===== config.mk =====
export PLATFORM = sky130hd
export DESIGN_NAME = prepit_block_format
export DESIGN_NICKNAME = d
export VERILOG_FILES = /design/src/rtl/prepit_pkg.sv /design/src/rtl/prepit_fifo.sv /design/src/rtl/prepit_block_format.sv
export SDC_FILE = /design/constraint.sdc
export NUM_CORES = 1
export LEC_CHECK = 0
export ABC_AREA = 0
export ABC_CLOCK_PERIOD_IN_PS = 5500
export BUFFER_PORTS_ARGS = -buffer_cell sky130_fd_sc_hd__buf_2
export CELL_PAD_IN_SITES_DETAIL_PLACEMENT = 0
export CELL_PAD_IN_SITES_GLOBAL_PLACEMENT = 1
export CORE_ASPECT_RATIO = 1.75
export CORE_MARGIN = 1
export CORE_UTILIZATION = 44
export DETAILED_ROUTE_END_ITERATION = 8
export GPL_TIMING_DRIVEN = 0
export PLACE_DENSITY_LB_ADDON = 0.1
export SKIP_CTS_REPAIR_TIMING = 1
export SYNTH_ARGS = -nofsm -noshare
export SYNTH_HDL_FRONTEND = slang
export SYNTH_SLANG_ARGS = --single-unit

===== constraint.sdc =====
create_clock -name clk -period 5.5 [get_ports clk]
set_input_delay 0 -clock clk [delete_from_list [all_inputs] [get_ports clk]]
set_output_delay 0 -clock clk [all_outputs]
set_load 0.01 [all_outputs]

===== src/rtl/prepit_pkg.sv =====
// constants shared by the pre-pit block framer and its fifo
package prepit_pkg;
	localparam int FRAMES_PER_BLOCK = 16;
	localparam int FRAME_WORD_W = 13;
	localparam int MAKER_BYTES_TOTAL = 18;
	localparam int MAKER_BYTES_PER_BLOCK = 6;
	// frame numbers inside a block
	localparam logic [3:0] FRM_ADDR_FIRST = 4'h0;
	localparam logic [3:0] FRM_ADDR_LAST = 4'h2;
	localparam logic [3:0] FRM_PAR_A_LAST = 4'h5;
	localparam logic [3:0] FRM_KIND_ID = 4'h6;
	localparam logic [3:0] FRM_MAKER_FIRST = 4'h7;
	localparam logic [3:0] FRM_MAKER_LAST = 4'hc;
	localparam logic [3:0] FRM_PAR_B_FIRST = 4'hd;
	localparam logic [3:0] FRM_LAST = 4'hf;
	// frame word layout: bit 12 = position 0, [11:8] = positions 1..4, [7:0] = 5..12
	localparam int POS_SYNC = 12;
	localparam int POS_NUM_HI = 11;
	localparam int POS_NUM_LO = 8;
	// block kind identifier values
	localparam logic [7:0] KIND_ID_BASE = 8'h03;
	localparam logic [1:0] KIND_COUNT = 2'h3;
	// address map, ecc block addresses and physical sectors
	localparam logic [23:0] PCAL_FIRST_BLK = 24'h00_2080;
	localparam logic [23:0] PCAL_LAST_BLK = 24'h00_223a;
	localparam logic [23:0] RINFO_FIRST_BLK = 24'h00_2080;
	localparam logic [23:0] RINFO_LAST_BLK = 24'h00_2fff;
	localparam logic [23:0] RINFO_FIRST_SECTOR = 24'h02_0800;
	localparam logic [12:0] PCAL_SECTORS = 13'h1bb0;
	localparam int FIFO_DEPTH = 8;
	typedef enum logic [1:0] {
		ST_IDLE = 2'b01,
		ST_SEND = 2'b10
	} frm_state_t;
endpackage : prepit_pkg


===== src/rtl/prepit_fifo.sv =====
// small synchronous fifo for framed words
`timescale 1ns/100ps
module prepit_fifo #(
	parameter int WIDTH = 13,
	parameter int DEPTH = 8
) (
	input wire logic clk,
	input wire logic reset,
	input wire logic clk_en,
	input wire logic in_valid,
	output logic in_ready,
	input wire logic [WIDTH-1:0] in_data,
	output logic out_valid,
	input wire logic out_ready,
	output logic [WIDTH-1:0] out_data
);
	localparam int AW = $clog2(DEPTH);
	logic [WIDTH-1:0] mem_r [DEPTH];
	logic [AW-1:0] wr_ptr_r;
	logic [AW-1:0] rd_ptr_r;
	logic [AW:0] count_r;
	logic push;
	logic pop;

	assign in_ready = (count_r != (AW+1)'(DEPTH));
	assign out_valid = (count_r != '0);
	assign push = clk_en && in_valid && in_ready;
	assign pop = clk_en && out_valid && out_ready;
	// storage is a register array, so read data comes straight from flops
	assign out_data = mem_r[rd_ptr_r];

	always_ff @(posedge clk) begin
		if (push) begin
			mem_r[wr_ptr_r] <= in_data;
		end
	end

	always_ff @(posedge clk) begin
		if (reset) begin
			wr_ptr_r <= '0;
			rd_ptr_r <= '0;
			count_r <= '0;
		end else begin
			if (push) begin
				wr_ptr_r <= (wr_ptr_r == AW'(DEPTH-1)) ? '0 : wr_ptr_r + 1'b1;
			end
			if (pop) begin
				rd_ptr_r <= (rd_ptr_r == AW'(DEPTH-1)) ? '0 : rd_ptr_r + 1'b1;
			end
			if (push && !pop) begin
				count_r <= count_r + 1'b1;
			end else if (pop && !push) begin
				count_r <= count_r - 1'b1;
			end
		end
	end
endmodule : prepit_fifo


===== src/rtl/prepit_block_format.sv =====
// pre-pit block framer for kinds 3..5, address decode and calibration sector count
//
// What this block does
// - frame 0 carries the sync marker at position 0, forming the physical block.
// - frames 0-2 send the block address msb first, frames 3-5 first check group.
// - third kind block: frame 6 holds identifier 03, frames 7-12 maker bytes 1-6.
// - fourth kind block: frame 6 holds identifier 04, frames 7-12 maker bytes 7-12.
// - fifth kind block: frame 6 holds identifier 05, frames 7-12 maker bytes 13-18.
// - frames 13, 14, 15 carry second check group bytes one, two, three.
// - recording info zone runs from sector 020800 up to block 02FFF.
// - block addresses 002080 through 00223A inclusive are flagged as calibration.
// - calibration region holds 7088 sectors; counter spans all of them.
`timescale 1ns/100ps
module prepit_block_format #(
	parameter int FIFO_W = prepit_pkg::FRAME_WORD_W,
	parameter int FIFO_D = prepit_pkg::FIFO_DEPTH
) (
	input wire logic clk,
	input wire logic reset,
	input wire logic clk_en,
	input wire logic start,
	input wire logic [1:0] block_kind,
	input wire logic [23:0] ecc_addr,
	input wire logic [23:0] parity_a,
	input wire logic [23:0] parity_b,
	input wire logic [8*prepit_pkg::MAKER_BYTES_TOTAL-1:0] maker_code_bytes,
	output logic busy,
	output logic frame_valid,
	input wire logic frame_ready,
	output logic [FIFO_W-1:0] frame_word,
	input wire logic [23:0] lookup_addr,
	output logic in_power_cal_region,
	output logic in_record_info_zone,
	input wire logic cal_consume,
	input wire logic cal_restart,
	output logic [12:0] cal_sectors_left,
	output logic cal_exhausted,
	output logic [23:0] cal_next_sector
);
	import prepit_pkg::*;

	////////////////////////////////////////////////////////////////////////////
	// framing state

	frm_state_t state_r;
	frm_state_t state_nxt;
	logic [3:0] frame_num_r;
	logic [1:0] kind_r;
	logic [23:0] addr_r;
	logic [23:0] par_a_r;
	logic [23:0] par_b_r;
	logic [8*MAKER_BYTES_PER_BLOCK-1:0] maker_r;
	logic [8*MAKER_BYTES_PER_BLOCK-1:0] maker_pick;
	logic [7:0] frame_byte;
	// kept 4 bits like frame_num_r; each branch but frame 6 subtracts its first frame, so frame 4 minus 3 gives offset 1 and none goes below zero
	logic [3:0] field_off;
	logic [FIFO_W-1:0] word_nxt;
	logic push_ok;
	logic push;
	logic start_ok;

	// a start with kind 3 or while busy is dropped rather than queued
	assign start_ok = clk_en && start && (state_r == ST_IDLE) && (block_kind < KIND_COUNT);
	assign push = clk_en && (state_r == ST_SEND) && push_ok;
	assign busy = (state_r != ST_IDLE);

	// only the six maker bytes of this kind are kept; contents never inspected
	always_comb begin
		maker_pick = '0;
		case (block_kind)
			2'd0: maker_pick = maker_code_bytes[143:96];
			2'd1: maker_pick = maker_code_bytes[95:48];
			2'd2: maker_pick = maker_code_bytes[47:0];
			default: maker_pick = '0;
		endcase
	end

	always_ff @(posedge clk) begin
		if (reset) begin
			kind_r <= '0;
			addr_r <= '0;
			par_a_r <= '0;
			par_b_r <= '0;
			maker_r <= '0;
		end else if (start_ok) begin
			kind_r <= block_kind;
			addr_r <= ecc_addr;
			par_a_r <= parity_a;
			par_b_r <= parity_b;
			maker_r <= maker_pick;
		end
	end

	always_comb begin
		state_nxt = state_r;
		case (state_r)
			ST_IDLE: begin
				if (start_ok) begin
					state_nxt = ST_SEND;
				end
			end
			ST_SEND: begin
				if (push && frame_num_r == FRM_LAST) begin
					state_nxt = ST_IDLE;
				end
			end
			default: state_nxt = ST_IDLE;
		endcase
	end

	always_ff @(posedge clk) begin
		if (reset) begin
			state_r <= ST_IDLE;
		end else if (clk_en) begin
			state_r <= state_nxt;
		end
	end

	always_ff @(posedge clk) begin
		if (reset) begin
			frame_num_r <= FRM_ADDR_FIRST;
		end else if (start_ok) begin
			frame_num_r <= FRM_ADDR_FIRST;
		end else if (push) begin
			frame_num_r <= frame_num_r + 4'h1;
		end
	end

	////////////////////////////////////////////////////////////////////////////
	// frame content

	// each multi-byte field goes out most significant byte first
	always_comb begin
		frame_byte = 8'h00;
		field_off = 4'h0;
		if (frame_num_r <= FRM_ADDR_LAST) begin
			field_off = frame_num_r - FRM_ADDR_FIRST;
			frame_byte = addr_r[23 - 8*field_off[1:0] -: 8];
		end else if (frame_num_r <= FRM_PAR_A_LAST) begin
			field_off = frame_num_r - (FRM_ADDR_LAST + 4'h1);
			frame_byte = par_a_r[23 - 8*field_off[1:0] -: 8];
		end else if (frame_num_r == FRM_KIND_ID) begin
			frame_byte = KIND_ID_BASE + {6'h00, kind_r};
		end else if (frame_num_r <= FRM_MAKER_LAST) begin
			field_off = frame_num_r - FRM_MAKER_FIRST;
			frame_byte = maker_r[47 - 8*field_off[2:0] -: 8];
		end else begin
			field_off = frame_num_r - FRM_PAR_B_FIRST;
			frame_byte = par_b_r[23 - 8*field_off[1:0] -: 8];
		end
	end

	always_comb begin
		word_nxt = '0;
		word_nxt[POS_SYNC] = (frame_num_r == FRM_ADDR_FIRST);
		word_nxt[POS_NUM_HI:POS_NUM_LO] = frame_num_r;
		word_nxt[7:0] = frame_byte;
	end

	// fifo back-pressure stalls the frame counter, so no frame is skipped
	prepit_fifo #(
		.WIDTH(FIFO_W),
		.DEPTH(FIFO_D)
	) u_fifo (
		.clk(clk),
		.reset(reset),
		.clk_en(clk_en),
		.in_valid(state_r == ST_SEND),
		.in_ready(push_ok),
		.in_data(word_nxt),
		.out_valid(frame_valid),
		.out_ready(frame_ready),
		.out_data(frame_word)
	);

	////////////////////////////////////////////////////////////////////////////
	// address decode, registered so the compare chain stays off the output

	always_ff @(posedge clk) begin
		if (reset) begin
			in_power_cal_region <= 1'b0;
			in_record_info_zone <= 1'b0;
		end else if (clk_en) begin
			in_power_cal_region <= (lookup_addr >= PCAL_FIRST_BLK) &&
				(lookup_addr <= PCAL_LAST_BLK);
			in_record_info_zone <= (lookup_addr >= RINFO_FIRST_BLK) &&
				(lookup_addr <= RINFO_LAST_BLK);
		end
	end

	////////////////////////////////////////////////////////////////////////////
	// calibration sector accounting, outermost sector handed out first
	// restart beats consume: a fresh session begins at the outer end again

	always_ff @(posedge clk) begin
		if (reset) begin
			cal_sectors_left <= PCAL_SECTORS;
		end else if (clk_en) begin
			if (cal_restart) begin
				cal_sectors_left <= PCAL_SECTORS;
			end else if (cal_consume && cal_sectors_left != 13'h0000) begin
				cal_sectors_left <= cal_sectors_left - 13'h0001;
			end
		end
	end

	assign cal_exhausted = (cal_sectors_left == 13'h0000);

	// one past the last sector when exhausted; check cal_exhausted first
	always_ff @(posedge clk) begin
		if (reset) begin
			cal_next_sector <= RINFO_FIRST_SECTOR + {11'h000, PCAL_SECTORS} - 24'h00_0001;
		end else if (clk_en) begin
			cal_next_sector <= RINFO_FIRST_SECTOR + {11'h000, cal_sectors_left} -
				24'h00_0001;
		end
	end
endmodule : prepit_block_format


Word level (Yosys, flattened, before mapping) --
Memories as Yosys holds them, arrays and structs flattened. A register that Yosys moved wholly into a read port is not among the register bits. Cells that the tools add are included.
Operators by class: equal/unequal tests 12, shifts and indexed selects 4, magnitude comparators 7, reductions and logical operators 25, $mul 0, bitwise operators 0, muxes and demuxes 18, add/sub/neg operators 16, div/mod/pow operators 0
Operator list (count):
- $pmux 48 s3 | 1
- $shiftx 31x33->8 | 3
- $shiftx 55x33->8 | 1
- $le 24x14->1 const B | 2
- $mux 8 | 4
- $mux 13 | 2
- $ge 24x14->1 const B | 1
- $sub 19x1->20 const B | 1
- $add 18x13->19 const A | 1
- $sub 5x5->6 const A | 3
- $logic_and 1x1->1 | 13
- $logic_not 13->1 | 1
- $reduce_bool 13->1 | 1
- $sub 13x1->13 const B | 1
- $mux 3 | 4
- $add 4x1->4 const B | 2
- $mux 4 | 2
- $sub 6x6->7 const A | 1
- $add 3x1->3 const B | 2
- $eq 3x3->1 const B | 2
- $eq 2x1->1 const B | 2
- $eq 2x2->1 const B | 2
- $eq 4x3->1 const B | 1
- $eq 4x4->1 const B | 1
- 23 further kinds | 28
Word-level totals: memories 1, register bits after elaboration 177, logic and storage cells 97, input port bits 249, memory bits (read-only) 0, memory bits (writable) 104, output and inout bits 55, latch bits 0
Memories:
- u_fifo.mem_r | depth 8, width 13, rd ports 1, clocked after Yosys merged registers in 1, wr ports 1, line prepit_fifo.sv:18 | logic [WIDTH-1:0] mem_r [DEPTH];

Depth between registers and ports, before layout --
Gate-level depths: netlist of the first run.
word-level depth 7, depth in mapped cells 13

Cells and area by module --
From an unflattened synthesis of the first run, not the netlist that was laid out.
Second synthesis, totals: cell total of the unflattened synthesis 1252, area, all modules 12921.1 um^2
Modules (own cells, without submodules):
- prepit_block_format | area each 8256.7 um^2, seq. area each 3143.0 um^2, cells each 1027, instances 1
- prepit_fifo | area each 4664.5 um^2, seq. area each 3383.2 um^2, cells each 225, instances 1

Worst setup path after synthesis of the first run --
OpenSTA, ideal clock, no wires.
path type register to register, from reg frame_num_r[0], to mem u_fifo.mem_r[0][3], data pin, setup time 297 ps, arrival time 2775 ps, clock period less this slack 3072 ps, data required time 5203 ps, cell stages (with the launch flop) 11, setup slack 2428 ps, path buffers 4, cells stage by stage dfxtp_1 buf_2 clkinv_1 ha_1 buf_2 buf_2 buf_2 mux2i_1 o21ai_0 a221oi_1 o22ai_1
On the way: longest elaborated chain between the ends 7, elaborated cells between the ends (all ways) 19, classes of those cells add/sub: 7; order compare: 3; eq/ne: 1; shift: 4; mux: 4
RTL lines:
- start, declared | line prepit_block_format.sv:47 | logic [3:0] frame_num_r;
- start signal, assigned | line prepit_block_format.sv:125 | frame_num_r <= frame_num_r + 4'h1;
- $sub 3x3->3 / $sub 2x1->2 (equally long branches) | line prepit_block_format.sv:145, prepit_block_format.sv:148
- $sub 6x6->7 / $sub 5x5->6 (equally long branches) | line prepit_block_format.sv:146, prepit_block_format.sv:149
- $shiftx 55x33->8 / $shiftx 31x33->8 (equally long branches) | line prepit_block_format.sv:146, prepit_block_format.sv:149
- $mux 8 | line prepit_block_format.sv:144 | end else if (frame_num_r <= FRM_MAKER_LAST) begin
- $mux 8 | line prepit_block_format.sv:142 | end else if (frame_num_r == FRM_KIND_ID) begin
- $mux 8 | line prepit_block_format.sv:139 | end else if (frame_num_r <= FRM_PAR_A_LAST) begin
- $mux 8 * | line prepit_block_format.sv:136 | if (frame_num_r <= FRM_ADDR_LAST) begin
- named net frame_byte[3] | line prepit_block_format.sv:54 | logic [7:0] frame_byte;
- end, declared | line prepit_fifo.sv:18
Mark *: on every way through the listed nets, which the timed path passes. The rest lies on a longest branch.

Worst setup path in the final report of the first run --
from reg frame_num_r[0], to mem u_fifo.mem_r[3][7], data pin
The elaborated chain is that of the path after synthesis.

==> results.ini, run 1 <==
[timing]
grt_setup_unrepaired = no
finalClockSkew_ns = 0.02755
worstMarginPinSlew_ns = 1.314
finalHoldViolCount = 21
worst_slack_ns = 1.040
clock.fmax_ghz = 0.2242
finalCriticalPeriod_ns = 4.460
setup_viol = 0
timing.hold.ws_ns = -0.09097
relSlewSlack = 0.1206
drv_slew = 0
setup_tns_ns = 0
fin_crit_sh = 0.8110

[global_route]
antenna_found_initial = 1
grt_pass1_vias = 10629
grt_max_degree = 19
gr-total-overflow = 0
grt_pass1_wl_um = 56690
grt_usage = 0.2572

[routing]
drc_errors = 0
drt-total-wl_um = 38990
via_per_inst = 5.223
num_vias = 11224
drt-wirelength-per-cell_um = 18.14
drtIter0Drc = 517
ant_nets = 0
firstDrtPassIters = 7

[job]
timing.max_cap.violations = 0

[status]
violations = hold timing
status = finished, violations left

[floorplanning]
die_h_um = 226.7
io_pins = 304
die_w_um = 130.4
die_area_um2 = 29560
rows = 81
start_util = 0.4505
coreArea_um2 = 28170

[setup_path]
crit_fanout = 13
critical_path_class = flip-flop to flip-flop
cp.required_ns = 5.75
crit_arrival_ns = 4.71
startpoint_type = flip-flop
crit_path_end_kind = flip-flop

[power]
clkPwrFrac = 0.394
power_density_nw_per_um2 = 269.0
power.leakage_uw = 0.006660
irDropWorstVdd_mv = 0.2359
power_switching_uw = 1107
switching_share = 0.2396
p_int_uw = 3514
combinationalPowerShare = 0.130
p_seq_frac = 0.477

[placed_design]
io_buffers = 290
post-place-ws_ns = 1.070
dpl.hpwl_um = 29540
routabilityCongestion = 0.9658

[clock_network]
numCtsBuffers = 25
clock-sinks = 274
h-tree-depth = 1
clk_latency_ns = 0.54
clk_pin_slew_ns = 0.07
cts_root_buf = clkbuf_16
cts_tree = done
clockBufferDepth = 3

[cells_and_area]
drive_above_1_share = 0.2439
finalNetCount = 2020
final_util = 0.6097
areaGrowthSynthToFinish_pct = 35.34

[synthesis]
ys_seq_elements = 274
avgSynthCellArea_um2 = 10.02
yosys.cell_count.top_type = nand2_1
yosysTopAreaCellShare = 0.2681
synthArstFlopShare = 0
synth_top_area_cell = dfxtp_1
synthFlopType = dfxtp_1
synth_common_cells = 186 x nand2_1, 170 x dfxtp_1, 149 x nor2_1, 106 x a21oi_1, 104 x edfxtp_1
yosysUniqueCellTypes = 65
post_synth_inst_count = 1267
yosysWarnings = 0
synth_area_leaders = dfxtp_1 27%, edfxtp_1 25%, mux2i_1 5.8%
synth_edf_count = 104
synth.yosys.seq_area_share = 0.5141
synth_area_um2 = 12690

[worst_hold_path]
hold_path_class = primary input to flip-flop

worst paths after layout:
path | from | endpoint | slack [ns] | cells after the start
hold reg to reg | addr_r[6]$_SDFFE_PP0P_ | addr_r[6]$_SDFFE_PP0P_ | 0.46 | 2
setup / recovery | frame_num_r[0]$_SDFFE_PP0P_ | u_fifo.mem_r[3][7]$_DFFE_PP_ | 1.04 | 10
setup reg to reg | frame_num_r[0]$_SDFFE_PP0P_ | u_fifo.mem_r[3][7]$_DFFE_PP_ | 1.04 | 10
hold / removal | maker_code_bytes[117] | maker_r[21]$_SDFFE_PP0P_ | -0.09 | 5
registers in the layout (all words and copies together), names as in the netlist, 4 cells and up, named ones only:
register,cells
addr_r,24
par_a_r,24
par_b_r,24
frame_num_r,4
cal_sectors_left,13
u_fifo.mem_r,104
maker_r,48
cal_next_sector,14
u_fifo.count_r,4
cells by family after synthesis:
group	after synthesis	synth area share
DFF	274	0.5141
xor gates and xnor gates	15	0.01035
adders and majority gates	15	0.01538
and+or+nand+nor	455	0.1552
AOI/OAI and AO/OA	254	0.1276
muxes	132	0.1373
buffers and inverters	120	0.03953
other	2	0.0005916
critical path, cell delays in order, from the launching register on:
cell and delay, ns:
dfxtp_1 0.65, buf_2 0.42, clkinv_1 0.39, ha_1 0.54, buf_2 0.32, buf_2 0.35
buf_2 0.40, mux2i_1 0.12, o21ai_0 0.26, a221oi_1 0.15, o22ai_1 0.55
through the flow:
stage / instance area, um2 / cells / hold slack (ns) / power, uW
2_1_floorplan: 12720 / 1275 / 0.1360 / 2544
3_3_place_gp: 14640 / 1938 / 0.2454 / 2756
3_5_place_dp: 14770 / 1947 / 0.2488 / 2765
4_1_cts: 15630 / 1993 / -0.3214 / 4566
5_1_grt: 17180 / 2149 / 0.0003139 / 4787
6_report: 17180 / 2149 / -0.09097 / 4621
power by group through the flow:
stage               clock network [uW]  registers [uW]  logic [uW]
floorplan                            0            2230         312
global placement                     0            2250         510
detailed placement                   0            2250         517
CTS                               1840            2200         518
global route                      1920            2210         661
finish                            1820            2200         599
layout make-up:
| cell class | count | area, um2 |
|---|---|---|
| Clock inverter | 13 | 151.4 |
| Antenna cell | 1 | 2.502 |
| Fill cell | 2578 | 11000 |
| Inverter | 15 | 56.30 |
| Multi-Input combinational cell | 881 | 5733 |
| Sequential cell | 274 | 6526 |
| Buffer | 105 | 445.4 |
| Clock buffer | 33 | 708.2 |
| Tap cell | 373 | 466.7 |
| Timing Repair Buffer | 454 | 3089 |
layer usage:
layer  vias up  GRT usage  part of all wire
li1       5523          -                 -
met1      5320     0.2664              0.36
met2       310     0.5129              0.57
met3        71    0.02525             0.031
met4         0     0.1005             0.036
met5         -          0                 0
cells in the final DEF (no fill, tap or decap), types with 59 or more instances in the layout:
cell and n:
nor3_1 59, a21oi_1 106, nor2_1 149, dfxtp_1 170, buf_2 301, nand2_1 186, clkbuf_1 85, mux2i_1 74
edfxtp_1 104, dlygate4sd3_1 155
Power figures use the tool's default switching activity.
==> run 2, diff against run 1 <==
- ABC_AREA: 0 -> 1
- ABC_CLOCK_PERIOD_IN_PS: 5500 -> 3610
- CORE_UTILIZATION: 44 -> 36
- clock period: 5.5 -> 3.61 ns (I/O delays scaled with it)
==> run 2 against run 1 <==
  * The run still ends with hold timing left
  * Sequential cell count stayed put
  * Worst hold slack gained 0.045 ns
  * Synthesized area up 1.6%
  * Worst setup slack worse by 0.81 ns
  * Clock power is 68% higher
  * Global-route usage decreased by 1.7 points
  * Combinational power increased by 92%
  * Non-clock buffer count up 17
==> results.ini, run 2 <==
[timing]
fin_crit_sh = 0.9360
finalHoldViolCount = 7
drv_slew = 0
grt_setup_unrepaired = no
relSlewSlack = 0.07302
setup_viol = 0
finalClockSkew_ns = 0.01358
timing.hold.ws_ns = -0.04557
finalCriticalPeriod_ns = 3.379
worstMarginPinSlew_ns = 1.385
clock.fmax_ghz = 0.2959

[worst_hold_path]
worstHoldStart = frame_ready
hold_path_class = primary input to flip-flop

[synthesis]
synth_area_um2 = 12900
yosys.cell_count.top_type = nand2_1
synth_edf_count = 104
synthArstFlopShare = 0
synth.yosys.seq_area_share = 0.5059
synth_area_leaders = dfxtp_1 26%, edfxtp_1 24%, nand2_1 10%
yosysUniqueCellTypes = 38
synth_top_area_cell = dfxtp_1
synth_common_cells = 347 x nand2_1, 303 x nor2_1, 170 x dfxtp_1, 165 x o21ai_0, 105 x a21oi_1
ys_seq_elements = 274
yosysTopAreaCellShare = 0.2638
yosysWarnings = 0
synthFlopType = dfxtp_1
post_synth_inst_count = 1622
avgSynthCellArea_um2 = 7.954

[power]
power_density_nw_per_um2 = 428.7
power.leakage_uw = 0.007683
p_total_uw = 7603
irDropWorstVdd_mv = 0.3088

[placed_design]
routabilityCongestion = 0.8585
dpl.hpwl_um = 34710
io_buffers = 292
numPlacedInstances = 2389

[cells_and_area]
mostFrequentLayoutCells = 347 x nand2_1, 316 x buf_2, 299 x nor2_1
finalNetCount = 2393
final_common_cell = nand2_1
final_util = 0.5024
fill_cells = 3567
top_register = u_fifo.mem_r
final-instance-count-excl-fill = 2615
seqCellArea_um2 = 6528
drive_above_1_share = 0.1922
areaGrowthSynthToFinish_pct = 37.46
multiInputGateArea_um2 = 5503
reg.largest.list = u_fifo.mem_r x104, maker_r x48
largest_reg_flops = 104

[routing]
ant_nets = 0
drt-wirelength-per-cell_um = 17.50
firstDrtPassIters = 7
drtIter0Drc = 577
drc_errors = 0
via_per_inst = 4.922
drt-total-wl_um = 45780
num_vias = 12872

[setup_path]
critPathBufInv = 4
worstPathCellList = inv_1 > buf_2 > ha_1 > ha_1 > clkinvlp_4 > nand3_1 > nand2_1 > clkinv_1 > nand2_1 > nand2_1 > nand2_1 > nand2_1 > nand2_1 > nand2_1
crit_arrival_ns = 3.70
rr_startpoint = frame_num_r[0]$_SDFFE_PP0P_
cp.required_ns = 3.93
startpoint_type = flip-flop
cp_top_family = adder cells
crit_path_frequent_cell = nand2_1
critPathSlowestCell = dfxtp_2
critPathMaxStageDelay_ns = 0.52
crit_fanout = 13
crit_start = frame_num_r[0]$_SDFFE_PP0P_
critical_path_class = flip-flop to flip-flop
r2r_slack_ns = 0.23
crit_path_end_kind = flip-flop

[clock_network]
cts_root_buf = clkbuf_16
clk_pin_slew_ns = 0.07
clock-sinks = 274
numCtsBuffers = 26
h-tree-depth = 1
clockBufferDepth = 3
clk_latency_ns = 0.55
cts_tree = done

[floorplanning]
die_area_um2 = 36630
die_w_um = 145.1
die_h_um = 252.4
coreArea_um2 = 35300
start_util = 0.3655
io_pins = 304
rows = 91

[global_route]
grt_usage = 0.2403
grt_pass1_wl_um = 67120
grt_max_degree = 17
antenna_found_initial = 1
gr-total-overflow = 0
grt_pass1_vias = 12054

[status]
status = finished, violations left
violations = hold timing

[job]
timing.max_cap.violations = 0

-- run 2: changes by cell type in the layout (fill, tap and decap cells not counted), moves of 27 or more --
cell and change:
nand2_1 +161, nor2_1 +150, o21ai_0 +136, nand3_1 +90
mux2i_1 -74, inv_1 +69, nor3_1 -54, a211oi_1 -50
clkbuf_1 -35, mux4_2 -31, mux2_2 -27
-- run 2: worst paths after layout --
| kind | depth (start not counted) | end |
|---|---|---|
| setup / recovery | 14 | u_fifo.mem_r[5][1]$_DFFE_PP_ |
| hold / removal | 4 | u_fifo.rd_ptr_r[2]$_SDFFE_PP0P_ |
| setup reg to reg | 14 | u_fifo.mem_r[5][1]$_DFFE_PP_ |
| hold reg to reg | 2 | state_r[1]$_SDFFE_PP0P_ |
-- run 2: metal layers --
metal	vias up	part of all wire	track usage
met4	0	0.046	0.1155
met1	5944	0.35	0.2364
li1	6440	-	-
met5	-	0	0
met2	383	0.56	0.4853
met3	105	0.044	0.03159
-- run 2: layout make-up --
class,count,share of cell area
antenna,1,0.0001411
clock inverter,18,0.01489
inverter,91,0.01947
multi-input combinational,1160,0.3103
timing repair buffer,471,0.1834
sequential,274,0.3681
clock buffer,30,0.03874
buffer,105,0.03217
tap,465,0.03281
-- run 2: cells by family (layout without fill, tap and decap cells) --
| family | count (synthesis) | count (layout) | share of synthesized area |
|---|---|---|---|
| DFF | 274 | 274 | 0.5059 |
| buffers and inverters | 196 | 715 | 0.07070 |
| AOI/OAI and AO/OA | 359 | 359 | 0.1630 |
| and+or+nand+nor | 765 | 765 | 0.2372 |
| adders and majority gates | 15 | 15 | 0.01513 |
| other | 2 | 11 | 0.0005821 |
| xor gates and xnor gates | 11 | 11 | 0.007468 |
-- run 2: report_power, final --
group	total (uW)	internal [uW]	switching, uW	leakage, uW
logic	1150	523	630	0.00488
registers	3400	3320	78.8	0.00236
clock network	3050	1800	1240	0.000448
-- run 2: worst register-to-register path: stages (launching register included) --
cell and delay [ns]:
dfxtp_2 0.52, inv_1 0.25, buf_2 0.28, ha_1 0.40, ha_1 0.50, clkinvlp_4 0.30
nand3_1 0.15, nand2_1 0.06, clkinv_1 0.04, nand2_1 0.05, nand2_1 0.06, nand2_1 0.06
nand2_1 0.06, nand2_1 0.07, nand2_1 0.33
-- run 2: per-stage QoR --
step                      setup TNS (ns)  setup slack, ns  instance area, um2
final                                  0           0.2310               17730
after floorplan                        0            1.042               12930
after global placement            -1.416         -0.06942               14970
after global routing                   0         0.003122               17730
after CTS                         -3.906          -0.1243               15950
after detailed placement          -2.726         -0.09747               15000
